`config.mk`:
```
export PLATFORM = sky130hd
export DESIGN_NAME = hrm_homing
export DESIGN_NICKNAME = d
export VERILOG_FILES = /design/src/hw/hrm_pkg.sv /design/src/hw/hrm_homing.sv
export SDC_FILE = /design/constraint.sdc
export NUM_CORES = 1
export LEC_CHECK = 0
export ABC_AREA = 0
export ABC_CLOCK_PERIOD_IN_PS = 6800
export BUFFER_PORTS_ARGS = -buffer_cell sky130_fd_sc_hd__buf_2
export CAP_MARGIN = 10
export CORE_MARGIN = 2
export CORE_UTILIZATION = 30
export CTS_BUF_LIST = sky130_fd_sc_hd__clkbuf_4
export CTS_CLUSTER_DIAMETER = 100
export DETAILED_ROUTE_END_ITERATION = 7
export GPL_ROUTABILITY_DRIVEN = 0
export PLACE_DENSITY = 0.49
export SLEW_MARGIN = 10
export SYNTH_ARGS = -nofsm -noshare
export SYNTH_HDL_FRONTEND = slang
export SYNTH_SLANG_ARGS = --single-unit
```
`constraint.sdc`:
```
create_clock -name clk_i -period 6.8 [get_ports clk_i]
set_input_delay 1.02 -clock clk_i [delete_from_list [all_inputs] [get_ports clk_i]]
set_output_delay 1.02 -clock clk_i [all_outputs]
set_load 0.02 [all_outputs]
```
`src/hw/hrm_pkg.sv`:
```
// Behaviour
// - Read-only signed index-to-edge distance, 1/10000 rev
// - Leave switch, move refpoint distance, min 1
// - Refpoint distance ignored when index pulse processing
// - Search speed 1..13200, default 60, clamped
// - Leave speed 1..3000, default 6, clamped
// - Max edge search distance zero disables monitoring
// - Edge not found within distance: cancel, error
// - On success load home position value
// - Method 35 sets position without searching
package hrm_pkg;
    localparam logic [15:0] ADDR_METHOD = 16'h1b18;
    localparam logic [15:0] ADDR_SETP_POS = 16'h1b2c;
    localparam logic [15:0] ADDR_SRCH_SPD = 16'h2808;
    localparam logic [15:0] ADDR_LEAVE_SPD = 16'h280a;
    localparam logic [15:0] ADDR_MAX_DIST = 16'h280c;
    localparam logic [15:0] ADDR_REF_DIST = 16'h280e;
    localparam logic [15:0] ADDR_HOME_POS = 16'h2816;
    localparam logic [15:0] ADDR_IDX_DIST = 16'h2818;

    localparam logic [15:0] RST_METHOD = 16'h0012;
    localparam logic [15:0] RST_SRCH_SPD = 16'h003c;
    localparam logic [15:0] RST_LEAVE_SPD = 16'h0006;
    localparam logic [31:0] RST_MAX_DIST = 32'h0000_0000;
    localparam logic [31:0] RST_REF_DIST = 32'h0000_00c8;
    localparam logic [31:0] RST_HOME_POS = 32'h0000_0000;
    localparam logic [31:0] RST_SETP_POS = 32'h0000_0000;

    localparam logic [15:0] SPD_MIN = 16'h0001;
    localparam logic [15:0] SRCH_SPD_MAX = 16'h3390;
    localparam logic [15:0] LEAVE_SPD_MAX = 16'h0bb8;
    localparam logic [31:0] REF_DIST_MIN = 32'h0000_0001;

    localparam logic [15:0] METHOD_POS_SET = 16'h0023;
    localparam logic [15:0] METHOD_FIRST = 16'h0001;
    localparam logic [15:0] METHOD_LAST = 16'h0022;
    localparam logic [15:0] METHOD_INDEX_LAST = 16'h000e;
    localparam int METHOD_DIR_BIT = 0;

    typedef enum logic [2:0] {
        HRM_IDLE,
        HRM_SEARCH,
        HRM_LEAVE,
        HRM_INDEX,
        HRM_OFFSET,
        HRM_HOME
    } hrm_state_e;
endpackage : hrm_pkg

```
`src/hw/hrm_homing.sv`:
```
`timescale 1ns/100ps
module hrm_homing (
    input wire logic clk_i,
    input wire logic resetn_i,
    input wire logic ce_i,
    input wire logic [15:0] par_addr_i,
    input wire logic par_wr_i,
    input wire logic par_rd_i,
    input wire logic [31:0] par_wdata_i,
    output logic [31:0] par_rdata_o,
    output logic par_ack_o,
    output logic par_err_o,
    input wire logic [15:0] ramp_speed_ceiling_i,
    input wire logic start_i,
    input wire logic stop_i,
    input wire logic switch_i,
    input wire logic index_i,
    input wire logic [31:0] pos_usr_i,
    input wire logic [31:0] pos_enc_i,
    output logic move_o,
    output logic dir_neg_o,
    output logic [15:0] speed_o,
    output logic set_pos_o,
    output logic [31:0] set_pos_value_o,
    output logic busy_o,
    output logic done_o,
    output logic fault_o
);
    typedef struct packed {
        hrm_pkg::hrm_state_e state;
        logic [15:0] method;
        logic [15:0] srch_spd;
        logic [15:0] leave_spd;
        logic [31:0] max_dist;
        logic [31:0] ref_dist;
        logic [31:0] home_pos;
        logic [31:0] setp_pos;
        logic [31:0] idx_dist;
        logic [31:0] edge_pos;
        logic [31:0] edge_enc;
        logic [31:0] det_pos;
        logic use_index;
        logic neg;
        logic [31:0] rdata;
        logic ack;
        logic err;
        logic move;
        logic dir_neg;
        logic [15:0] speed;
        logic set_pos;
        logic [31:0] set_val;
        logic busy;
        logic done;
        logic fault;
    } hrm_state_s;

    hrm_state_s s_reg;
    hrm_state_s s_next;

    function automatic logic [15:0] clamp_speed(input logic [15:0] spd,
                                                input logic [15:0] ceil);
        clamp_speed = (spd > ceil) ? ceil : spd;
    endfunction : clamp_speed

    function automatic logic [31:0] abs_diff(input logic [31:0] a, input logic [31:0] b);
        logic [31:0] d;
        d = a - b;
        abs_diff = d[31] ? (32'h0000_0000 - d) : d;
    endfunction : abs_diff

    function automatic logic spd_ok(input logic [31:0] v, input logic [15:0] hi);
        spd_ok = (v[31:16] == 16'h0000) && (v[15:0] >= hrm_pkg::SPD_MIN)
                 && (v[15:0] <= hi);
    endfunction : spd_ok

    always_comb begin
        s_next = s_reg;
        s_next.ack = 1'b0;
        s_next.err = 1'b0;
        s_next.set_pos = 1'b0;

        // Parameter access: one answer per request, the cycle after it
        if (par_rd_i || par_wr_i) begin
            s_next.ack = 1'b1;
            s_next.rdata = 32'h0000_0000;
        end
        if (par_rd_i) begin
            case (par_addr_i)
                hrm_pkg::ADDR_METHOD: s_next.rdata = {16'h0000, s_reg.method};
                hrm_pkg::ADDR_SETP_POS: s_next.rdata = s_reg.setp_pos;
                hrm_pkg::ADDR_SRCH_SPD: s_next.rdata = {16'h0000, s_reg.srch_spd};
                hrm_pkg::ADDR_LEAVE_SPD: s_next.rdata = {16'h0000, s_reg.leave_spd};
                hrm_pkg::ADDR_MAX_DIST: s_next.rdata = s_reg.max_dist;
                hrm_pkg::ADDR_REF_DIST: s_next.rdata = s_reg.ref_dist;
                hrm_pkg::ADDR_HOME_POS: s_next.rdata = s_reg.home_pos;
                hrm_pkg::ADDR_IDX_DIST: s_next.rdata = s_reg.idx_dist;
                default: s_next.err = 1'b1;
            endcase
        end else if (par_wr_i) begin
            case (par_addr_i)
                hrm_pkg::ADDR_METHOD: begin
                    if (s_reg.busy) begin
                        s_next.err = 1'b1;
                    end else begin
                        s_next.method = par_wdata_i[15:0];
                    end
                end
                hrm_pkg::ADDR_SETP_POS: s_next.setp_pos = par_wdata_i;
                hrm_pkg::ADDR_SRCH_SPD: begin
                    if (spd_ok(par_wdata_i, hrm_pkg::SRCH_SPD_MAX)) begin
                        s_next.srch_spd = par_wdata_i[15:0];
                    end else begin
                        s_next.err = 1'b1;
                    end
                end
                hrm_pkg::ADDR_LEAVE_SPD: begin
                    if (spd_ok(par_wdata_i, hrm_pkg::LEAVE_SPD_MAX)) begin
                        s_next.leave_spd = par_wdata_i[15:0];
                    end else begin
                        s_next.err = 1'b1;
                    end
                end
                hrm_pkg::ADDR_MAX_DIST: begin
                    if (!par_wdata_i[31]) begin
                        s_next.max_dist = par_wdata_i;
                    end else begin
                        s_next.err = 1'b1;
                    end
                end
                hrm_pkg::ADDR_REF_DIST: begin
                    if (!par_wdata_i[31] && par_wdata_i >= hrm_pkg::REF_DIST_MIN) begin
                        s_next.ref_dist = par_wdata_i;
                    end else begin
                        s_next.err = 1'b1;
                    end
                end
                hrm_pkg::ADDR_HOME_POS: s_next.home_pos = par_wdata_i;
                default: s_next.err = 1'b1;
            endcase
        end

        case (s_reg.state)
            hrm_pkg::HRM_IDLE: begin
                if (start_i) begin
                    s_next.fault = 1'b0;
                    s_next.done = 1'b0;
                    s_next.neg = s_reg.method[hrm_pkg::METHOD_DIR_BIT];
                    s_next.use_index = (s_reg.method <= hrm_pkg::METHOD_INDEX_LAST);
                    if (s_reg.method == hrm_pkg::METHOD_POS_SET) begin
                        s_next.set_pos = 1'b1;
                        s_next.set_val = s_reg.setp_pos;
                        s_next.done = 1'b1;
                    end else if (s_reg.method >= hrm_pkg::METHOD_FIRST
                                 && s_reg.method <= hrm_pkg::METHOD_LAST) begin
                        s_next.busy = 1'b1;
                        s_next.move = 1'b1;
                        s_next.dir_neg = s_reg.method[hrm_pkg::METHOD_DIR_BIT];
                        s_next.state = hrm_pkg::HRM_SEARCH;
                    end else begin
                        s_next.fault = 1'b1;
                    end
                end
            end
            hrm_pkg::HRM_SEARCH: begin
                s_next.speed = clamp_speed(s_reg.srch_spd, ramp_speed_ceiling_i);
                if (switch_i) begin
                    // Switch found: reverse and back out slowly
                    s_next.det_pos = pos_usr_i;
                    s_next.dir_neg = !s_reg.neg;
                    s_next.speed = clamp_speed(s_reg.leave_spd, ramp_speed_ceiling_i);
                    s_next.state = hrm_pkg::HRM_LEAVE;
                end
            end
            hrm_pkg::HRM_LEAVE: begin
                s_next.speed = clamp_speed(s_reg.leave_spd, ramp_speed_ceiling_i);
                if (!switch_i) begin
                    s_next.edge_pos = pos_usr_i;
                    s_next.edge_enc = pos_enc_i;
                    if (s_reg.use_index) begin
                        s_next.state = hrm_pkg::HRM_INDEX;
                    end else begin
                        s_next.state = hrm_pkg::HRM_OFFSET;
                    end
                end else if (s_reg.max_dist != 32'h0000_0000
                             && abs_diff(pos_usr_i, s_reg.det_pos) > s_reg.max_dist) begin
                    s_next.move = 1'b0;
                    s_next.speed = 16'h0000;
                    s_next.busy = 1'b0;
                    s_next.fault = 1'b1;
                    s_next.state = hrm_pkg::HRM_IDLE;
                end
            end
            hrm_pkg::HRM_INDEX: begin
                // Follow a lowered ramp ceiling while creeping away from the edge
                s_next.speed = clamp_speed(s_reg.leave_spd, ramp_speed_ceiling_i);
                if (index_i) begin
                    s_next.idx_dist = pos_enc_i - s_reg.edge_enc;
                    s_next.move = 1'b0;
                    s_next.speed = 16'h0000;
                    s_next.state = hrm_pkg::HRM_HOME;
                end
            end
            hrm_pkg::HRM_OFFSET: begin
                s_next.speed = clamp_speed(s_reg.leave_spd, ramp_speed_ceiling_i);
                if (abs_diff(pos_usr_i, s_reg.edge_pos) >= s_reg.ref_dist) begin
                    s_next.move = 1'b0;
                    s_next.speed = 16'h0000;
                    s_next.state = hrm_pkg::HRM_HOME;
                end
            end
            hrm_pkg::HRM_HOME: begin
                s_next.set_pos = 1'b1;
                s_next.set_val = s_reg.home_pos;
                s_next.busy = 1'b0;
                s_next.done = 1'b1;
                s_next.state = hrm_pkg::HRM_IDLE;
            end
            default: begin
                s_next.state = hrm_pkg::HRM_IDLE;
            end
        endcase

        // Cancel stops any running movement without setting a position
        if (stop_i && s_reg.busy) begin
            s_next.move = 1'b0;
            s_next.speed = 16'h0000;
            s_next.busy = 1'b0;
            s_next.set_pos = 1'b0;
            s_next.done = 1'b0;
            s_next.state = hrm_pkg::HRM_IDLE;
        end
    end

    always_ff @(posedge clk_i or negedge resetn_i) begin
        if (!resetn_i) begin
            s_reg <= '0;
            s_reg.state <= hrm_pkg::HRM_IDLE;
            s_reg.method <= hrm_pkg::RST_METHOD;
            s_reg.srch_spd <= hrm_pkg::RST_SRCH_SPD;
            s_reg.leave_spd <= hrm_pkg::RST_LEAVE_SPD;
            s_reg.max_dist <= hrm_pkg::RST_MAX_DIST;
            s_reg.ref_dist <= hrm_pkg::RST_REF_DIST;
            s_reg.home_pos <= hrm_pkg::RST_HOME_POS;
            s_reg.setp_pos <= hrm_pkg::RST_SETP_POS;
        end else if (ce_i) begin
            s_reg <= s_next;
        end
    end

    assign par_rdata_o = s_reg.rdata;
    assign par_ack_o = s_reg.ack;
    assign par_err_o = s_reg.err;
    assign move_o = s_reg.move;
    assign dir_neg_o = s_reg.dir_neg;
    assign speed_o = s_reg.speed;
    assign set_pos_o = s_reg.set_pos;
    assign set_pos_value_o = s_reg.set_val;
    assign busy_o = s_reg.busy;
    assign done_o = s_reg.done;
    assign fault_o = s_reg.fault;
endmodule : hrm_homing

```
* Word level (Yosys, flattened, before mapping)
Index checks and enable logic that the tools add are counted.
** Storage, ports and cells
- Register bits :: 396
- Bits in latches :: 0
- RAM bits :: 0
- ROM bits :: 0
- Input bits :: 137
- Memories kept :: 0
** Cells by class
- Add/subtract/negate cells :: 5
- Multipliers :: 0
- Divide/modulo/power cells :: 0
- Order comparisons :: 11
- Equal/unequal tests :: 30
- Shift-type cells :: 0
- Mux-type cells :: 58
- Bitwise gates (word level) :: 4
- Reduce and logical (&&, ||, !) cells :: 41
** Operators with widths (count)
- one-hot mux 32 bit (8 select lines) :: 1
- == test 16 x 14 -> 1 bit, second input constant :: 6
- 2-to-1 mux 16 bit :: 6
- 2-to-1 mux 32 bit :: 3
- subtractor 32 bit :: 3
- 2-to-1 mux 33 bit :: 2
- one-hot mux 33 bit (2 select lines) :: 1
- one-hot mux 16 bit (4 select lines) :: 1
- subtractor 1 x 32 -> 32 bit, first input constant :: 2
- 2-to-1 mux 36 bit :: 1
- 2-to-1 mux 17 bit :: 2
- == test 16 x 13 -> 1 bit, second input constant :: 2
- greater-or-equal comparator 16 x 1 -> 1 bit, second input constant :: 2
- greater-or-equal comparator 32 x 1 -> 1 bit, second input constant :: 1
- greater-or-equal comparator 32 bit :: 1
- > comparator 16 bit :: 2
- > comparator 32 x 31 -> 1 bit :: 1
- nonzero test 32 bit :: 1
- 2-to-1 mux 3 bit :: 10
- AND reduction 5 bit :: 6
- != test 3 bit, second input constant :: 8
- 2-to-1 mux 1 bit :: 20
- == test 16 x 6 -> 1 bit, second input constant :: 1
- <= comparator 16 x 12 -> 1 bit, second input constant :: 1
- other kinds (33) :: 65

* Longest topological paths before layout
Gate-level depths: netlist of run 1.
- Word-level depth :: 9
- Gate-level depth with buffers :: 28
- Mapped depth without buffers :: 26

* Worst setup path before layout of run 1
OpenSTA, ideal clock, no wires.
- Kind :: input to register
- From :: input port pos_usr_i[0]
- To :: register s_reg (netlist bit speed_o[10])
- Setup time :: 132 ps
- Data arrival time :: 6355 ps
- Data required time :: 6668 ps
- Setup slack :: 314 ps
- Cell stages on the path :: 24
- Path buffers :: 1
- Cells stage by stage :: inv_1 ha_1 inv_1 fa_1 a21o_1 a31o_2 a311oi_1 o2111ai_1 nor4b_1 nand4bb_1 nor4_1 nand2_1 o21ai_0 xnor2_1 ha_1 nand4_1 a2111oi_0 a2111oi_0 o21ai_0 nand2_1 or2_2 o31ai_4 buf_6 o221ai_2
** On the way
- Cells in the longest elaborated chain, start to end :: 9
- Elaborated cells on any way between the ends :: 14
- Those cells by class :: 4 x add/sub; 2 x order compare; 7 x mux; 1 x reduce/logical
** RTL lines
- start: declaration :: line hrm_homing.sv:18 : input wire logic [31:0] pos_usr_i,
- subtractor 32 bit :: line hrm_homing.sv:67 : d = a - b;
- subtractor 1 x 32 -> 32 bit :: line hrm_homing.sv:68 : abs_diff = d[31] ? (32'h0000_0000 - d) : d;
- 2-to-1 mux 32 bit :: line hrm_homing.sv:68
- > comparator 32 x 31 -> 1 bit :: line hrm_homing.sv:185 : && abs_diff(pos_usr_i, s_reg.det_pos) > s_reg.max_dist) begin
- logical AND 1 bit :: line hrm_homing.sv:185
- 2-to-1 mux 16 bit :: line hrm_homing.sv:184 : end else if (s_reg.max_dist != 32'h0000_0000
- 2-to-1 mux 16 bit :: line hrm_homing.sv:176 : if (!switch_i) begin
- one-hot mux 16 bit (4 select lines) * :: line hrm_homing.sv:142 : case (s_reg.state)
- 2-to-1 mux 17 bit * :: line hrm_homing.sv:224 : if (stop_i && s_reg.busy) begin
- end signal: assignment :: line hrm_homing.sv:246 : s_reg <= s_next;
- end: declaration :: line hrm_homing.sv:57 : hrm_state_s s_reg;
Mark *: on every way between the ends. The rest lies on a longest branch, timed or not.
A chain may end at the register's enable or synchronous reset.

* Final worst setup path of run 1
- From :: register s_reg[154] (netlist name)
- To :: register s_reg[394] (netlist name)
** On the way
- Cells in the longest elaborated chain, start to end :: 6
** RTL lines
- subtractor 32 bit * :: line hrm_homing.sv:67
- subtractor 1 x 32 -> 32 bit :: line hrm_homing.sv:68
- 2-to-1 mux 32 bit * :: line hrm_homing.sv:68
- greater-or-equal comparator 32 bit * :: line hrm_homing.sv:205 : if (abs_diff(pos_usr_i, s_reg.edge_pos) >= s_reg.ref_dist) begin
- != test 3 bit (no line) *
- AND reduction 8 bit (no line) *
Marked as above.

==> results of run 1 <==
-- synthesized netlist by cell type (11+ instances only) --
cell type,n,area [µm²]
a22o_1,34,298
o211ai_1,12,90.1
and2_1,13,81.3
a211oi_1,13,97.6
and3_1,14,87.6
o21a_1,19,143
a31oi_1,21,131
o21bai_1,11,82.6
inv_1,219,822
nor4_1,35,219
buf_4,80,601
nand2_1,214,803
a221oi_1,19,166
a21oi_1,160,801
o21ai_0,144,721
dfstp_2,11,289
mux2_2,232,2610
xnor2_1,83,727
nand4_1,37,231
nor2b_1,27,169
nand2b_1,17,106
a21o_1,86,646
xor2_1,43,377
or2_2,13,81.3
nor3_1,41,205
ha_1,190,2380
a22oi_1,96,721
mux2i_1,29,290
o31ai_1,21,158
o221ai_1,27,236
nor2_1,184,691
clkbuf_1,120,450
nand3_1,68,340
or3_1,16,100
dfrtp_1,385,9630
-- path summary, 6_finish.rpt --
kind | startpoint | to | slack, ps | cells past startpoint
worst max-delay path | s_reg[154] | s_reg[394] | 580 | 25
worst min-delay path | resetn_i | s_reg[178] | 150 | 1
worst max register to register | s_reg[154] | s_reg[394] | 580 | 25
worst min register to register | done_o | done_o | 480 | 2
max in group asynchronous | resetn_i | s_reg[387] | 5050 | 2
min in group clk_i | pos_enc_i[5] | s_reg[127] | 310 | 2
-- cells by family after synthesis --
family          count (synthesis)  synth area share, %
compound gates                766                 19.6
simple gates                  723                 12.9
buf+inv                       433                 7.14
flops                         396                 36.6
mux                           261                 10.7
fa+ha+maj                     193                 8.99
xor+xnor                      126                 4.07
-- cell type report --
cell class	instances	area, µm²
clock inverter	38	199
timing repair buffer	411	2580
antenna	5	12.5
tap	1176	1470
inverter	219	822
sequential	396	9920
multi-input combinational	2069	15400
clock buffer	177	1330
fill	9446	58200
-- cells in the final DEF, fill, tap and decap left out, types with 8 or more instances in the layout --
cell type    n
o21a_1      19
nor2b_1     27
xnor2_1     82
nor2_1     179
or2_2       13
nand3_1     67
nand2_1    213
o221ai_1    27
nor4_1      32
a22o_1      34
a211oi_1    13
buf_2      223
o21ai_0    142
o311ai_0     9
mux2_2     232
nand2b_1    17
a31oi_1     21
dfrtp_1    385
ha_1       190
a2111oi_0    8
nand4_1     37
inv_1      219
a22oi_1     96
buf_4      183
a21o_1      86
or3_1       15
o31ai_1     20
dfstp_2     11
o221ai_2    10
o211ai_1    12
and2_1      12
a21oi_1    160
o21bai_1    11
clkbuf_4   177
nor3_1      36
and3_1      14
clkinv_1    27
mux2i_1     28
a221oi_1    19
xor2_1      43
-- worst register-to-register path, stage by stage, from the launching register on --
cell and delay (ps):
dfrtp_1 350, ha_1 180, inv_1 60, fa_1 380, a21o_1 180, a31o_2 250, a311oi_1 370, o2111ai_1 220
nor4b_1 280, buf_4 170, nand4bb_1 200, nor3b_1 350, nor2b_1 290, buf_4 160, a21oi_1 60, xnor2_1 170
ha_1 270, a211oi_1 290, o311ai_0 240, a2111oi_0 680, o21ai_1 250, buf_4 180, nand3_1 130, nor3b_1 70
o221ai_1 180, o221ai_1 130
-- per-layer routing --
layer	global-route usage, %	wire length [µm]	vias up
met5	0	32	-
met4	6.33	2690	6
met3	3.46	4730	143
met2	33.9	45100	589
met1	25.9	41600	11300
li1	-	-	11200
-- power breakdown --
group	internal, mW	switching, mW
Sequential	2.89	0.441
Combinational	3.95	4.96
Clock	1.20	1.16
Total	8.03	6.55
-- metrics by stage --
stage | hold WS (ps) | instances
CTS | 115 | 4486
floorplan | 449 | 2898
global placement | 462 | 4271
global route | 177 | 4491
detailed placement | 478 | 4271
finish | 149 | 4491
==> results.yml, run 1 <==
synth:
  ys.flop_type: "dfrtp_1"
  ys_seq_area_share_pct: 36.6
  ys.warnings.count: 0
  synth_seq_cells: 396
  synth_cells: 2898
  async_flop_share_pct: 100
  syn_nets: 3228
  synth_edf_count: 0
  synth_cell_type_count: 84
  avgSynthCellArea_um2: 9.36
  netlist_area_um2: 27100
detailed_routing:
  drcViolationCount: 0
  vias: 23200
  wl_um: 94100
  drt-wirelength-per-cell_um: 21.0
  drt_pass1_iterations: 6
  drt-initial-drc-count: 1545
  vias_per_cell: 5.17
  final_antenna_net_count: 0
setup_path:
  cp_top_family: "compound AO/OA/AOI/OAI gates"
  cp_data_required_time_ps: 7590
  crit_fanout: 3
  critPathMostFrequentCell: "buf_4"
  cp.arrival_ps: 7010
  slowest_stage: "a2111oi_0"
  path_buf_inv: 4
  path_class: "reg2reg"
  end_kind: "register"
  cp_slowest_stage_delay_ps: 680
  startpoint_type: "register"
timing:
  finClkSkew_ps: 91.3
  slew_headroom_pct: 23.8
  worstMarginPinSlew_ps: 1140
  fmax_mhz: 161
  rsz0062_at_grt: "false"
  period_needed_ps: 6220
  setup_tns_ps: 0
  final_hold_viol_count: 0
  slew_violations: 0
  fin_crit_sh_pct: 91.4
  finalSetupViolCount: 0
  setup_ws_ps: 584
power_and_ir_drop:
  powerDensity_nw_per_um2: 460
  p_total_mw: 14.6
  p_leak_nw: 15.3
  vdd_drop_max_v: 0.000190
placed_design:
  io_buffers: 224
  pre_cts_ws_ps: -410
  dp_hpwl_um: 71800
  dpl-instance-area_um2: 30200
clock_tree:
  hold_buffers: 0
  cts_repair_resize_count: 0
  cts_tree: "done"
  clock_sinks: 396
  postCtsSetupBuffers: 0
  clockBufferDepth: 3
  clkLatencyLatePin_ps: 980
  numCtsBuffers: 114
  path_clk_slew_ps: 70
  clock-root-buffer: "clkbuf_4"
  htreeDepth: 3
finish:
  largest_register_ffs: 308
  fin_nets: 3541
  final_cell_area_um2: 31700
  drive_gt1_share_pct: 27.4
  post-route-util_pct: 35.3
  area_growth_pct: 16.9
floorplan:
  die_y_um: 305
  fp.coreArea_um2: 89900
  die_area_um2: 92800
  rows: 110
  pin_count: 225
  chipWidth_um: 305
  initial_utilization_pct: 30.2
worst_hold_path:
  min_path_type: "in2async"
global_routing:
  overflow: 0
  grt_pass1_wl_um: 143000
  grt_pass1_vias: 23000
  grt_max_degree: 171
  grt_usage_pct: 20.0
  grt_antenna_before_repair: 7
flow_run:
  cap_viol_max_count: 0
outcome:
  status: "finished clean"
Note: power is estimated with default switching activity, not from simulation.
==> inputs of run 2 (changes only) <==
- BUFFER_PORTS_ARGS: -buffer_cell sky130_fd_sc_hd__buf_2 -> -buffer_cell sky130_fd_sc_hd__clkbuf_2
- CORE_ASPECT_RATIO: unset -> 0.7
==> results.yml, run 2 (synthesis gave the netlist of run 1 again) <==
global_routing:
  grt_max_degree: 120
  overflow: 0
  grt_usage_pct: 20.3
  grt_pass1_wl_um: 143000
  grt_antenna_before_repair: 10
  grt_pass1_vias: 22100
floorplan:
  chipWidth_um: 363
  pin_count: 225
  fp.coreArea_um2: 89800
  die_y_um: 256
  rows: 92
  initial_utilization_pct: 30.2
  die_area_um2: 92900
finish:
  final-seq-area_um2: 9920
  area_growth_pct: 16.3
  fillerInstances: 9457
  drive_gt1_share_pct: 26.8
  final_cell_mix: "385 x dfrtp_1, 232 x mux2_2, 223 x clkbuf_2"
  final_cell_area_um2: 31500
  final_common_cell: "dfrtp_1"
  fin_nets: 3534
  largest_register_ffs: 308
  multiInputGateArea_um2: 15400
power_and_ir_drop:
  clkPwrFrac_pct: 15.5
  vdd_drop_max_v: 0.000188
  p_int_mw: 7.88
  power.share.switching_pct: 45.1
  p_seq_share_pct: 23.2
  switchingPower_mw: 6.48
  p_leak_nw: 15.2
  combPwrFrac_pct: 61.3
  powerDensity_nw_per_um2: 455
outcome:
  status: "finished clean"
setup_path:
  startpoint_type: "register"
  path_class: "reg2reg"
  critPathMostFrequentCell: "buf_4"
  r2r-start: "s_reg[160]"
  cp_data_required_time_ps: 7720
  crit_fanout: 16
  end_kind: "register"
  cp_slowest_stage_delay_ps: 490
  slowest_stage: "a2111oi_0"
  path_buf_inv: 5
  critPathLaunch: "s_reg[160]"
  cp.arrival_ps: 7240
  cp_top_family: "compound AO/OA/AOI/OAI gates"
clock_tree:
  path_clk_slew_ps: 70
  cts_tree: "done"
  htreeDepth: 3
  numCtsBuffers: 112
  clkLatencyLatePin_ps: 1020
  clock-root-buffer: "clkbuf_4"
  clock_sinks: 396
  clockBufferDepth: 3
timing:
  finClkSkew_ps: 137
  fin_crit_sh_pct: 92.9
  hold_ws_ps: 285
  slew_headroom_pct: 24.4
  setup_tns_ps: 0
  slew_violations: 0
  rsz0062_at_grt: "false"
  fmax_mhz: 158
  worstMarginPinSlew_ps: 1130
  final_hold_viol_count: 0
  finalSetupViolCount: 0
  period_needed_ps: 6320
detailed_routing:
  drcViolationCount: 0
  vias: 23500
  drt-initial-drc-count: 2123
  wl_um: 95900
  drt-wirelength-per-cell_um: 21.5
  vias_per_cell: 5.26
  final_antenna_net_count: 0
  drt_pass1_iterations: 5
worst_hold_path:
  min_path_type: "in2reg"
  hold_path_startpoint: "pos_enc_i[13]"
placed_design:
  dpl-instance-area_um2: 30100
  io_buffers: 224
  dp_hpwl_um: 73600
flow_run:
  cap_viol_max_count: 0
==> run 2: cell count changes in the layout (fill, tap and decap cells not counted), moves of 2 or more <==
cell | previous run | this run
buf_2 | 223 | 0
clkbuf_2 | 0 | 223
clkbuf_4 | 177 | 159
buf_4 | 183 | 176
clkinv_2 | 4 | 9
clkinv_8 | 2 | 0
==> run 2: cell type report <==
class,count,area share [%]
antenna,5,0.0397
sequential,396,31.5
clock inverter,41,0.579
clock buffer,159,3.79
multi-input combinational,2069,48.7
timing repair buffer,406,8.13
tap,1175,4.66
inverter,219,2.61
==> run 2: what timing repair did <==
action	in CTS	in global routing
endpoints found under the hold margin	8	0
endpoints found under the setup margin	0	16
setup buffers	0	0
resized for setup	0	1
hold buffers	1	0
==> run 2: metrics by stage <==
step | instances | worst slack, ps | total power [mW] | util (%)
floorplan | 2898 | 314 | 9.22 | -
global placement | 4264 | -240 | 12.1 | 33.6
detailed placement | 4264 | -374 | 12.1 | 33.6
CTS | 4465 | 383 | 14.4 | 35.1
global route | 4468 | 57.6 | 15.6 | 35.1
finish | 4470 | 482 | 14.4 | 35.1
==> run 2: worst paths after layout <==
kind	cells past startpoint	to	slack, ps
min reg2reg	2	speed_o[14]	490
max	28	speed_o[3]	480
min	2	s_reg[135]	290
min in group asynchronous	2	s_reg[153]	600
max reg2reg	28	speed_o[3]	480
max in group asynchronous	3	s_reg[174]	4740
==> run 2: layer usage <==
layer  global-route usage [%]  routed length, µm  vias to the layer above
li1                         -                  -                    11200
met1                     31.7              48000                    11400
met2                     27.0              37500                      834
met3                     5.48               8670                      126
met4                     4.86               1720                        4
met5                        0                 20                        -
==> run 2: power groups by stage <==
| stage | Sequential, mW | Clock [mW] | Combinational, mW |
|---|---|---|---|
| finish | 3.33 | 2.22 | 8.81 |
| floorplan | 3.15 | 0 | 6.08 |
| CTS | 3.32 | 2.31 | 8.82 |
| detailed placement | 3.36 | 0 | 8.75 |
| global placement | 3.35 | 0 | 8.73 |
| global route | 3.39 | 2.42 | 9.80 |
==> inputs of run 3 (changes only) <==
- ABC_AREA: 0 -> 1
- CELL_PAD_IN_SITES_DETAIL_PLACEMENT: unset -> 1
- CELL_PAD_IN_SITES_GLOBAL_PLACEMENT: unset -> 1
- PLACE_DENSITY: 0.49 -> 0.61
==> results.yml, run 3 <==
outcome:
  status: "finished clean"
setup_path:
  worstSetupPathDepth: 32
  r2r.worst_path.cells: 32
  end_kind: "register"
  startpoint_type: "register"
  cp.arrival_ps: 6310
  cp_top_family: "simple AND/OR/NAND/NOR gates"
  path_buf_inv: 4
  crit_fanout: 34
  cp_data_required_time_ps: 7670
  path_class: "reg2reg"
  critPathMostFrequentCell: "nand2_1"
  slowest_stage: "inv_2"
  cp_slowest_stage_delay_ps: 480
global_routing:
  grt_pass1_wl_um: 171000
  grt_usage_pct: 23.0
  grt_max_degree: 135
  grt_pass1_vias: 27300
  overflow: 0
  grt_antenna_before_repair: 3
clock_tree:
  clockBufferDepth: 3
  clock_sinks: 396
  hold_buffers: 0
  htreeDepth: 3
  clkLatencyLatePin_ps: 1020
  cts_repair_resize_count: 0
  postCtsSetupBuffers: 0
  numCtsBuffers: 108
  clock-root-buffer: "clkbuf_4"
  cts_tree: "done"
  path_clk_slew_ps: 70
placed_design:
  dp_hpwl_um: 89600
  dpl-instance-area_um2: 30400
  pre_cts_ws_ps: 692
  io_buffers: 224
synth:
  synth_commonest_cells: "981 x nand2_1, 598 x inv_1, 385 x dfrtp_1"
  synth_edf_count: 0
  syn_nets: 4299
  async_flop_share_pct: 100
  ys.warnings.count: 0
  yosys.area.top_type_share_pct: 33.8
  netlist_area_um2: 28500
  synth_area_leaders: "dfrtp_1 34%, nand2_1 13%, ha_1 8.3%"
  synth_cell_type_count: 63
  synth_top_cell_by_area: "dfrtp_1"
  synth.most_common_cell: "nand2_1"
  synth_cells: 3969
  avgSynthCellArea_um2: 7.18
  ys_seq_area_share_pct: 34.8
  synth_seq_cells: 396
  ys.flop_type: "dfrtp_1"
timing:
  finalSetupViolCount: 0
  period_needed_ps: 5430
  finClkSkew_ps: 38.4
  fmax_mhz: 184
  final_hold_viol_count: 0
  slew_violations: 0
  rsz0062_at_grt: "false"
  setup_ws_ps: 1370
  fin_crit_sh_pct: 79.9
  setup_tns_ps: 0
  slew_headroom_pct: 10.4
  worstMarginPinSlew_ps: 1330
  hold_ws_ps: 38.9
finish:
  final_common_cell: "nand2_1"
  fillerInstances: 11900
  final-seq-area_um2: 9920
  drive_gt1_share_pct: 13.2
  largest_register_ffs: 308
  final_cell_mix: "978 x nand2_1, 597 x inv_1, 385 x dfrtp_1"
  multiInputGateArea_um2: 15200
  final_cell_area_um2: 31900
  area_growth_pct: 11.9
  fin_nets: 4472
detailed_routing:
  drcViolationCount: 0
  drt_pass1_iterations: 5
  drt-wirelength-per-cell_um: 20.6
  drt-initial-drc-count: 2044
  vias: 27600
  vias_per_cell: 5.04
  wl_um: 113000
  final_antenna_net_count: 0
floorplan:
  chipWidth_um: 372
  initial_utilization_pct: 30.3
  die_area_um2: 97500
  pin_count: 225
  die_y_um: 262
  rows: 94
  fp.coreArea_um2: 94100
flow_run:
  cap_viol_max_count: 0
power_and_ir_drop:
  vdd_drop_max_v: 0.000139
  p_leak_nw: 15.8
  powerDensity_nw_per_um2: 397
worst_hold_path:
  min_path_type: "in2async"
[run 3: cell families after synthesis]
family	Yosys count	share of synthesized area, %
multiplexers	15	0.593
adder cells (fa/ha/maj)	193	8.56
buffers and inverters	816	11.9
AND/OR/NAND/NOR	1623	24.0
XOR/XNOR	93	3.00
flip-flops	396	34.8
AO/OA/AOI/OAI	833	17.1
[run 3: worst register-to-register path: cells and delay by family (launching register included)]
| kind | cells | cell delay, ps |
|---|---|---|
| XOR/XNOR | 2 | 390 |
| buffers and inverters | 4 | 810 |
| flip-flops | 1 | 380 |
| AND/OR/NAND/NOR | 18 | 2000 |
| adder cells (fa/ha/maj) | 2 | 610 |
| AO/OA/AOI/OAI | 6 | 1100 |
[run 3: layout make-up]
cell class                 count  share of cell area, %
multi-input combinational   2757                   47.7
sequential                   396                   31.1
inverter                     622                   7.32
tap                         1248                   4.90
timing repair buffer         257                   4.49
clock buffer                 171                   4.03
clock inverter                24                  0.361
antenna                        8                 0.0628
[run 3: per-stage QoR]
stage               util (%)  power (mW)  std cells
global route            33.9        13.9       5482
global placement        32.3        10.3       5278
detailed placement      32.3        10.4       5278
floorplan                  -        8.32       3969
CTS                     33.8        12.8       5473
finish                  33.9        12.7       5483
[run 3: power by group]
group          leakage [nW]  switching (mW)  internal (mW)  total, mW
registers              5.17           0.240           2.77       3.01
logic                  9.78            4.86           2.50       7.36
clock network         0.846            1.16           1.14       2.30
[run 3: final timing paths]
path / start / to / slack (ps)
max in group asynchronous: resetn_i / s_reg[151] / 5270
max reg2reg: s_reg[160] / speed_o[4] / 1370
min in group clk_i: pos_enc_i[4] / s_reg[126] / 290
min reg2reg: speed_o[2] / speed_o[2] / 480
min: resetn_i / speed_o[7] / 40
max: s_reg[160] / speed_o[4] / 1370
[run 3: routing by layer]
layer  vias up  GRT usage [%]  wire [µm]
li1      13300              -          -
met1     13500           34.9      58000
met2       649           33.8      47000
met3       111           3.96       6220
met4         0           4.37       1700
met5         -              0          0
